===== src/fmsl_pkg.sv =====
// Shared constants and types for the front-panel lamp driver.
package fmsl_pkg;
    // Clock rate and the one-second time base.
    localparam int unsigned FMSL_CLK_HZ = 50000000;
    localparam int unsigned FMSL_TICK_MS = 1000;
    localparam int unsigned FMSL_TICK_CYC = FMSL_CLK_HZ / 1000 * FMSL_TICK_MS;
    // Length of one brief flash or blink, in milliseconds and cycles.
    localparam int unsigned FMSL_FLASH_MS = 100;
    localparam int unsigned FMSL_FLASH_CYC = FMSL_CLK_HZ / 1000 * FMSL_FLASH_MS;
    // Reset button debounce time and cycles.
    localparam int unsigned FMSL_DEB_MS = 20;
    localparam int unsigned FMSL_DEB_CYC = FMSL_CLK_HZ / 1000 * FMSL_DEB_MS;
    // Lamp layout: three channels, each a flame-on and a flame-signal lamp.
    localparam int unsigned FMSL_NCH = 3;
    localparam int unsigned FMSL_NLAMP = 7;
    localparam int unsigned FMSL_STR_W = 12;
    // Flash period of the flame-signal lamp: slowest and shortest, in ms.
    localparam int unsigned FMSL_SIG_SLOW_MS = 4000;
    localparam int unsigned FMSL_SIG_FAST_MS = 125;
    localparam int unsigned FMSL_SIG_STEPS = 6;
    // Register map of the AXI4-Lite slave (byte addresses).
    localparam logic [7:0] FMSL_ADDR_CTRL = 8'h00;
    localparam logic [7:0] FMSL_ADDR_STAT = 8'h04;
    localparam logic [7:0] FMSL_ADDR_LAMP = 8'h08;
    // Control field positions and reset value.
    localparam int unsigned FMSL_CTRL_ENA = 0;
    localparam int unsigned FMSL_CTRL_FORCE_LK = 1;
    localparam logic [31:0] FMSL_CTRL_RST = 32'h00000001;
    // Status field positions.
    localparam int unsigned FMSL_STAT_LK = 0;
    localparam int unsigned FMSL_STAT_MODE = 4;
    // Colour encoding of a two-element (red, green) lamp.
    localparam logic [1:0] FMSL_COL_OFF = 2'h0;
    localparam logic [1:0] FMSL_COL_RED = 2'h2;
    localparam logic [1:0] FMSL_COL_GRN = 2'h1;
    localparam logic [1:0] FMSL_COL_ORG = 2'h3;
    // AXI responses.
    localparam logic [1:0] FMSL_RESP_OK = 2'h0;
    localparam logic [1:0] FMSL_RESP_SLVERR = 2'h2;
    // Status heartbeat modes.
    typedef enum logic [2:0] {
        FMSL_HB_FAIL, FMSL_HB_NORMAL, FMSL_HB_HOT, FMSL_HB_COMM, FMSL_HB_LOCK
    } fmsl_hb_e;
endpackage


===== src/fmsl_sync.sv =====
// Two-flop synchroniser with debounce for the reset button.
`timescale 1ns/10ps
module fmsl_sync
    import fmsl_pkg::*;
#(
    parameter int unsigned DEB_CYC = FMSL_DEB_CYC
)(
    input wire logic clk,
    input wire logic nrst,
    input wire logic pin,
    output logic level,
    output logic press
);
    logic s1_reg, s2_reg, lvl_reg, prs_reg;
    logic lvl_next, prs_next;
    logic [20:0] cnt_reg, cnt_next;

    // Debounce: the stable level must hold for DEB_CYC cycles.
    always_comb
    begin
        lvl_next = lvl_reg;
        prs_next = 1'b0;
        cnt_next = cnt_reg;
        if (s2_reg == lvl_reg)
            cnt_next = '0;
        else if (cnt_reg == 21'(DEB_CYC - 1))
        begin
            cnt_next = '0;
            lvl_next = s2_reg;
            prs_next = s2_reg;
        end
        else
            cnt_next = cnt_reg + 21'h1;
    end

    // The first flop only feeds the second.
    always_ff @(posedge clk)
    begin
        if (!nrst)
        begin
            s1_reg <= 1'b0;
            s2_reg <= 1'b0;
            lvl_reg <= 1'b0;
            prs_reg <= 1'b0;
            cnt_reg <= '0;
        end
        else
        begin
            s1_reg <= pin;
            s2_reg <= s1_reg;
            lvl_reg <= lvl_next;
            prs_reg <= prs_next;
            cnt_reg <= cnt_next;
        end
    end

    assign level = lvl_reg;
    assign press = prs_reg;
endmodule


===== src/fmsl_tick.sv =====
// One-second tick generator with a brief-flash window.
`timescale 1ns/10ps
module fmsl_tick
    import fmsl_pkg::*;
#(
    parameter int unsigned TICK_CYC = FMSL_TICK_CYC,
    parameter int unsigned FLASH_CYC = FMSL_FLASH_CYC
)(
    input wire logic clk,
    input wire logic nrst,
    output logic tick,
    output logic flash,
    output logic [31:0] ms_cnt
);
    logic [31:0] cnt_reg, cnt_next;
    logic tick_reg, tick_next;

    // Free-running count that wraps once a second.
    always_comb
    begin
        tick_next = (cnt_reg == TICK_CYC - 1);
        cnt_next = tick_next ? 32'h0 : cnt_reg + 32'h1;
    end

    always_ff @(posedge clk)
    begin
        if (!nrst)
        begin
            cnt_reg <= 32'h0;
            tick_reg <= 1'b0;
        end
        else
        begin
            cnt_reg <= cnt_next;
            tick_reg <= tick_next;
        end
    end

    assign tick = tick_reg;
    assign flash = (cnt_reg < FLASH_CYC);
    assign ms_cnt = cnt_reg;
endmodule


===== src/fmsl_led_driver.sv =====
// Front-panel lamp driver of the flame monitor, with AXI4-Lite registers.
`timescale 1ns/10ps
module fmsl_led_driver
    import fmsl_pkg::*;
#(
    parameter int unsigned TICK_CYC = FMSL_TICK_CYC,
    parameter int unsigned FLASH_CYC = FMSL_FLASH_CYC,
    parameter int unsigned DEB_CYC = FMSL_DEB_CYC,
    parameter int unsigned NCH = FMSL_NCH
)(
    input wire logic clk,
    input wire logic nrst,
    input wire logic [NCH-1:0] relay_on,
    input wire logic [NCH*FMSL_STR_W-1:0] strength,
    input wire logic [NCH-1:0] ir_en,
    input wire logic [NCH-1:0] uv_en,
    input wire logic [NCH-1:0] head_hot,
    input wire logic lockout_evt,
    input wire logic comm_ok,
    input wire logic self_ok,
    input wire logic reset_btn,
    output logic [NCH-1:0] flame_on_led,
    output logic [2*NCH-1:0] signal_led,
    output logic [1:0] status_led,
    input wire logic [7:0] s_axi_awaddr,
    input wire logic s_axi_awvalid,
    output logic s_axi_awready,
    input wire logic [31:0] s_axi_wdata,
    input wire logic [3:0] s_axi_wstrb,
    input wire logic s_axi_wvalid,
    output logic s_axi_wready,
    output logic [1:0] s_axi_bresp,
    output logic s_axi_bvalid,
    input wire logic s_axi_bready,
    input wire logic [7:0] s_axi_araddr,
    input wire logic s_axi_arvalid,
    output logic s_axi_arready,
    output logic [31:0] s_axi_rdata,
    output logic [1:0] s_axi_rresp,
    output logic s_axi_rvalid,
    input wire logic s_axi_rready
);
    logic tick, flash, btn_press;
    logic [31:0] ms_cnt;
    logic lock_reg, lock_next;
    logic phase_reg, phase_next;
    logic [31:0] ctrl_reg, ctrl_next;
    logic aw_reg, aw_next, w_reg, w_next, b_reg, b_next;
    logic [7:0] awa_reg, awa_next;
    logic [31:0] wd_reg, wd_next;
    logic [3:0] ws_reg, ws_next;
    logic [1:0] bresp_reg, bresp_next, rresp_reg, rresp_next;
    logic r_reg, r_next;
    logic [31:0] rd_reg, rd_next;
    logic [NCH-1:0] fon_reg, fon_next;
    logic [2*NCH-1:0] sig_reg, sig_next;
    logic [1:0] st_reg, st_next;
    fmsl_hb_e hb;
    logic [NCH-1:0] blink;
    logic ena;
    logic phase;

    // Shared one-second time base.
    fmsl_tick #(
        .TICK_CYC(TICK_CYC),
        .FLASH_CYC(FLASH_CYC)
    ) u_tick (
        .clk(clk),
        .nrst(nrst),
        .tick(tick),
        .flash(flash),
        .ms_cnt(ms_cnt)
    );

    // Reset button synchronised and debounced to one press pulse.
    fmsl_sync #(
        .DEB_CYC(DEB_CYC)
    ) u_btn (
        .clk(clk),
        .nrst(nrst),
        .pin(reset_btn),
        .level(),
        .press(btn_press)
    );

    // Flash period in cycles for a flame strength: halves per step.
    // It is four TICK_CYC shifted right by the step, so it scales with the shared time base.
    function automatic logic [31:0] sig_period(input logic [11:0] s);
        logic [2:0] step;
        step = s[11:9] > 3'(FMSL_SIG_STEPS - 1) ? 3'(FMSL_SIG_STEPS - 1)
            : s[11:9];
        sig_period = 32'(FMSL_SIG_SLOW_MS / FMSL_TICK_MS * TICK_CYC) >> step;
    endfunction

    // Colour from sensor configuration.
    function automatic logic [1:0] sig_colour(input logic ir, input logic uv);
        if (ir && uv)
            sig_colour = FMSL_COL_ORG;
        else if (ir)
            sig_colour = FMSL_COL_RED;
        else if (uv)
            sig_colour = FMSL_COL_GRN;
        else
            sig_colour = FMSL_COL_OFF;
    endfunction

    // Per-channel flash rate generator.
    genvar g;
    generate
        for (g = 0; g < NCH; g++)
        begin : g_ch
            logic [31:0] pc_reg, pc_next;
            logic [31:0] per;
            always_comb
            begin
                per = sig_period(strength[g*FMSL_STR_W +: FMSL_STR_W]);
                pc_next = (pc_reg >= per - 32'h1) ? 32'h0 : pc_reg + 32'h1;
            end
            always_ff @(posedge clk)
            begin
                if (!nrst)
                    pc_reg <= 32'h0;
                else
                    pc_reg <= pc_next;
            end
            // Lamp lit for the first eighth of each period, if strength is non-zero.
            assign blink[g] = (strength[g*FMSL_STR_W +: FMSL_STR_W] != 12'h0)
                && (pc_reg < (per >> 3));
        end
    endgenerate

    assign ena = ctrl_reg[FMSL_CTRL_ENA];

    // Phase as it stands from the tick on, so no flash straddles a change.
    assign phase = phase_reg ^ tick;

    // Heartbeat mode choice; lockout outranks everything.
    always_comb
    begin
        if (lock_reg)
            hb = FMSL_HB_LOCK;
        else if (!comm_ok)
            hb = FMSL_HB_COMM;
        else if (!self_ok || !ena)
            hb = FMSL_HB_FAIL;
        else if (|head_hot)
            hb = FMSL_HB_HOT;
        else
            hb = FMSL_HB_NORMAL;
    end

    // Lockout latch and one-second colour phase.
    always_comb
    begin
        lock_next = lock_reg;
        if (lockout_evt || ctrl_reg[FMSL_CTRL_FORCE_LK])
            lock_next = 1'b1; // Set wins over a same-cycle press.
        else if (btn_press)
            lock_next = 1'b0;
        phase_next = tick ? ~phase_reg : phase_reg;
    end

    // Lamp pattern generation.
    always_comb
    begin
        fon_next = lock_reg ? '0 : relay_on;
        for (int i = 0; i < NCH; i++)
            sig_next[2*i +: 2] = blink[i] ? sig_colour(ir_en[i], uv_en[i])
                : FMSL_COL_OFF;
        st_next = FMSL_COL_RED;
        unique case (hb)
            FMSL_HB_LOCK:
                st_next = phase ? FMSL_COL_GRN : FMSL_COL_RED;
            FMSL_HB_NORMAL:
                st_next = flash ? FMSL_COL_GRN : FMSL_COL_OFF;
            FMSL_HB_HOT:
                st_next = !flash ? FMSL_COL_OFF
                    : (phase ? FMSL_COL_GRN : FMSL_COL_RED);
            FMSL_HB_COMM:
                st_next = flash ? FMSL_COL_OFF : FMSL_COL_RED;
            FMSL_HB_FAIL:
                st_next = FMSL_COL_RED; // Steady red reads as failure.
        endcase
        if (lock_reg)
            for (int i = 0; i < NCH; i++)
                sig_next[2*i +: 2] = phase ? FMSL_COL_RED
                    : FMSL_COL_GRN;
    end

    // AXI4-Lite write and read channels.
    always_comb
    begin
        aw_next = aw_reg;
        awa_next = awa_reg;
        w_next = w_reg;
        wd_next = wd_reg;
        ws_next = ws_reg;
        b_next = b_reg;
        bresp_next = bresp_reg;
        ctrl_next = ctrl_reg;
        r_next = r_reg;
        rd_next = rd_reg;
        rresp_next = rresp_reg;
        if (s_axi_awvalid && s_axi_awready)
        begin
            aw_next = 1'b1;
            awa_next = s_axi_awaddr;
        end
        if (s_axi_wvalid && s_axi_wready)
        begin
            w_next = 1'b1;
            wd_next = s_axi_wdata;
            ws_next = s_axi_wstrb;
        end
        if (aw_reg && w_reg && !b_reg)
        begin
            aw_next = 1'b0;
            w_next = 1'b0;
            b_next = 1'b1;
            bresp_next = FMSL_RESP_OK;
            if (awa_reg[7:2] == FMSL_ADDR_CTRL[7:2])
            begin
                for (int i = 0; i < 4; i++)
                    if (ws_reg[i])
                        ctrl_next[8*i +: 8] = wd_reg[8*i +: 8];
            end
            else if (awa_reg[7:2] != FMSL_ADDR_STAT[7:2]
                && awa_reg[7:2] != FMSL_ADDR_LAMP[7:2])
                bresp_next = FMSL_RESP_SLVERR;
        end
        if (b_reg && s_axi_bready)
            b_next = 1'b0;
        if (s_axi_arvalid && s_axi_arready)
        begin
            r_next = 1'b1;
            rresp_next = FMSL_RESP_OK;
            unique case (s_axi_araddr[7:2])
                FMSL_ADDR_CTRL[7:2]: rd_next = ctrl_reg;
                FMSL_ADDR_STAT[7:2]:
                    rd_next = {25'h0, 3'(hb), 3'h0, lock_reg};
                FMSL_ADDR_LAMP[7:2]:
                    rd_next = {16'h0, 2'h0, st_reg, 2'h0, sig_reg, 1'b0,
                        fon_reg};
                default:
                begin
                    rd_next = 32'h0;
                    rresp_next = FMSL_RESP_SLVERR;
                end
            endcase
        end
        else if (r_reg && s_axi_rready)
            r_next = 1'b0;
    end

    always_ff @(posedge clk)
    begin
        if (!nrst)
        begin
            lock_reg <= 1'b0;
            phase_reg <= 1'b0;
            fon_reg <= '0;
            sig_reg <= '0;
            st_reg <= FMSL_COL_OFF;
            ctrl_reg <= FMSL_CTRL_RST;
            aw_reg <= 1'b0;
            w_reg <= 1'b0;
            b_reg <= 1'b0;
            awa_reg <= 8'h0;
            wd_reg <= 32'h0;
            ws_reg <= 4'h0;
            bresp_reg <= FMSL_RESP_OK;
            r_reg <= 1'b0;
            rd_reg <= 32'h0;
            rresp_reg <= FMSL_RESP_OK;
        end
        else
        begin
            lock_reg <= lock_next;
            phase_reg <= phase_next;
            fon_reg <= fon_next;
            sig_reg <= sig_next;
            st_reg <= st_next;
            ctrl_reg <= ctrl_next;
            aw_reg <= aw_next;
            w_reg <= w_next;
            b_reg <= b_next;
            awa_reg <= awa_next;
            wd_reg <= wd_next;
            ws_reg <= ws_next;
            bresp_reg <= bresp_next;
            r_reg <= r_next;
            rd_reg <= rd_next;
            rresp_reg <= rresp_next;
        end
    end

    // Bus handshakes and lamp outputs.
    assign s_axi_awready = !aw_reg && !b_reg;
    assign s_axi_wready = !w_reg && !b_reg;
    assign s_axi_bvalid = b_reg;
    assign s_axi_bresp = bresp_reg;
    assign s_axi_arready = !r_reg;
    assign s_axi_rvalid = r_reg;
    assign s_axi_rdata = rd_reg;
    assign s_axi_rresp = rresp_reg;
    assign flame_on_led = fon_reg;
    assign signal_led = sig_reg;
    assign status_led = st_reg;
endmodule


===== config.mk =====
export PLATFORM = sky130hd
export DESIGN_NAME = fmsl_led_driver
export DESIGN_NICKNAME = d
export VERILOG_FILES = /design/src/fmsl_pkg.sv /design/src/fmsl_sync.sv /design/src/fmsl_tick.sv /design/src/fmsl_led_driver.sv
export SDC_FILE = /design/constraint.sdc
export NUM_CORES = 1
export LEC_CHECK = 0
export BUFFER_PORTS_ARGS = -buffer_cell sky130_fd_sc_hd__buf_2
export CAP_MARGIN = 20
export CORE_MARGIN = 8
export CORE_UTILIZATION = 56
export DETAILED_ROUTE_END_ITERATION = 7
export PLACE_DENSITY = 0.77
export SYNTH_ARGS = -nofsm -noshare
export SYNTH_HDL_FRONTEND = slang
export SYNTH_SLANG_ARGS = --single-unit

===== constraint.sdc =====
create_clock -name clk -period 3.2 [get_ports clk]
set_input_delay 0.32 -clock clk [delete_from_list [all_inputs] [get_ports clk]]
set_output_delay 0.32 -clock clk [all_outputs]
set_load 0.02 [all_outputs]

==> flow_summary.ini <==
[sta]
relSlewSlack_pct = 25.7
tightestPinTransition_ns = 1.11
finalClockSkew_ns = 0.00927
worst_hold_slack_ns = 0.0113
setup_tns_ns = 0
timing.final.crit_share_pct = 84.1
final_period_minus_worst_setup_slack_ns = 2.69
hold_viol_final = 0
final-max-slew-violation-count = 0
setup_viol = 0
grt_setup_unrepaired = no
max_freq_mhz = 372

[pwr]
total_switching_power_mw = 1.80
sequentialPowerShare_pct = 48.0
ir_drop_v = 0.000449
power.density_nw_per_um2 = 424
clock_power_share_pct = 43.9
p_leak_nw = 7.34
internal_power_mw = 5.66
swShare_pct = 24.2
pwr-share-comb_pct = 8.1

[worst_setup_path]
worst_path_max_delay_cell = a2111oi_0
worst-path-max-fanout = 3
max_stage_delay_ns = 0.71
worst_path_dominant_cell_family = simple AND/OR/NAND/NOR gates
arrival_ns = 3.11
crit_chain = or4_1 -> nor4_1 -> nand4_1 -> a2111oi_0 -> buf_4 -> o31ai_1
path_buf_inv = 1
required_time_at_the_endpoint_of_the_critical_path_ns = 3.62
worst-setup-path-type = flip-flop to flip-flop
crit_path_end_kind = flip-flop
setup.worst_path.start_class = flip-flop

[cts]
buffer_type_at_the_clock_tree_root = clkbuf_16
clkLatencyLatePin_ns = 0.56
cts-htree-levels = 1
cts_tree = built
cts.sinks = 279
cts_buffers = 30
post_cts_resize_count = 0
postCtsHoldBufs = 30
cts.clk_slew.worst_paths_ns = 0.06
postCtsSetupBuffers = 0
buffer_levels_on_the_longest_clock_path = 3

[synth]
postSynthAreaPerCell_um2 = 8.31
yosys.cell_types.count = 59
post_synth_mux_area_share_pct = 1.18
synth_top_family_by_area = simple AND/OR/NAND/NOR gates
synth_enable_flop_cells = 0
syn_inst = 1828
synth-simple-area-share_pct = 23.8
async_flop_share_pct = 0
synth_xor_xnor_area_share_pct = 7.72
synth_area_um2 = 15200
seq_area_frac_synth_pct = 36.7
synth.ff_latch_count = 279
synth_warnings = 0
post_synth_fa_ha_maj_area_fraction_pct = 12.8
compound_gate_portion_of_the_synthesized_area_pct = 13.4
ys.flop_type = dfxtp_1

[route]
dr.pass1.iters = 5
drt_drc_violations_left = 0
detail_route.iter0.violations = 1143
ant_nets_after_route = 0
drt-vias-per-instance = 5.84
detailroute.via_count = 13800
routed_wl_mm = 39.1
routedWlPerCell_um = 16.6

[layout]
finish.utilization_pct = 65.6
mostFrequentLayoutCell = dfxtp_1
proportion_of_layout_cells_with_a_drive_suffix_above_1_pct = 12.8
fillerInstances = 2227
final_net_count = 2266
largest_register_ffs = 96
multi_input_area_um2 = 9060
seq_area_um2 = 5590
flow.area_growth_from_synthesis_pct = 15.7
num_antenna_cells = 0
layout_common_cells = dfxtp_1, nand2_1, nor2_1, ha_1, buf_2

[flow_run]
cap_violations = 0

[placement]
hpwlAfterDp_mm = 28.3
globalplace.congestion = 0.919
numPortBuffers = 156

[grt]
first_global_vias = 13500
grt_overflow = 0
grt_antenna_before_repair = 1
globalRouteTotalUtil_pct = 23.1
pin_count_of_the_biggest_net_entering_global_routing = 112
grt_pass1_wl_mm = 65.2

[floorplan]
row_count = 60
die-area_um2 = 32700
die_span_x_um = 181
top_level_pins = 163
core_area_um2 = 26800
initial_core_util_pct = 56.7
die_height_um = 181

[outcome]
run_status = finished clean

[min_path]
hold_path_class = input pin to flip-flop
-- kinds of logic (layout without fill, tap and decap cells) --
kind of cell / after synthesis / count (layout)
xor gates and xnor gates: 134 / 134
and+or+nand+nor: 750 / 750
buffers and inverters: 164 / 336
muxes: 17 / 17
adders and majority gates: 156 / 156
DFF: 279 / 279
AOI/OAI and AO/OA: 326 / 326
other: 2 / 18
-- power by group through the flow --
stage | Clock (mW) | Combinational [mW] | Sequential [mW]
after floorplan | 0 | 0.367 | 3.65
final | 3.28 | 0.605 | 3.58
after CTS | 3.33 | 0.600 | 3.58
after global placement | 0 | 0.550 | 3.65
after detailed placement | 0 | 0.568 | 3.65
after global routing | 3.47 | 0.676 | 3.58
-- Yosys cell counts, types with 30 or more instances --
| master | n | area share, % |
|---|---|---|
| dfxtp_1 | 279 | 37 |
| nand2_1 | 236 | 5.8 |
| nor2_1 | 177 | 4.4 |
| ha_1 | 156 | 13 |
| a21oi_1 | 142 | 4.7 |
| clkbuf_1 | 78 | 1.9 |
| xor2_1 | 75 | 4.3 |
| inv_1 | 72 | 1.8 |
| nand3_1 | 66 | 2.2 |
| a211oi_1 | 63 | 3.1 |
| nand4_1 | 63 | 2.6 |
| nor3_1 | 62 | 2.0 |
| xnor2_1 | 59 | 3.4 |
| a22oi_1 | 30 | 1.5 |
| nor4_1 | 30 | 1.2 |
| o21ai_0 | 30 | 0.99 |
-- final timing paths --
path	start	endpoint	slack, ns	depth (start not counted)
hold / removal	ir_en[2]	signal_led[5]$_SDFF_PN0_	0.01	3
setup reg to reg	g_ch[0].pc_reg[30]$_SDFF_PP0_	signal_led[0]$_SDFF_PN0_	0.51	6
hold reg to reg	ctrl_reg[21]$_SDFFE_PN0P_	ctrl_reg[21]$_SDFFE_PN0P_	0.45	2
setup / recovery	g_ch[0].pc_reg[30]$_SDFF_PP0_	signal_led[0]$_SDFF_PN0_	0.51	6
-- layer usage --
layer | up-vias | track usage (%) | share of wire, %
met5 | - | 0 | 0.026
met4 | 2 | 8.90 | 3.0
met3 | 91 | 3.67 | 6.3
met2 | 411 | 38.3 | 46
met1 | 6439 | 29.9 | 45
li1 | 6813 | - | -
-- cell type report --
class,count,area share (%)
inverter,74,1.59
multi-input combinational,1401,51.6
clock buffer,38,4.67
timing repair buffer,213,7.30
sequential,279,31.8
tap,341,2.43
clock inverter,11,0.690
-- tightest hold or removal path, stage by stage --
cell and delay (ns):
buf_2 0.09, inv_1 0.05, o31ai_1 0.06
-- metrics by stage --
step           instance area, um2  total power, mW  instances  setup slack [ns]
2_1_floorplan               15300             4.02       1844             0.425
3_3_place_gp                16300             4.20       2278             0.269
3_5_place_dp                16300             4.22       2278             0.263
4_1_cts                     17600             7.51       2357             0.576
5_1_grt                     17600             7.73       2357             0.424
6_report                    17600             7.46       2357             0.508
(Power assumes the default switching activity.)
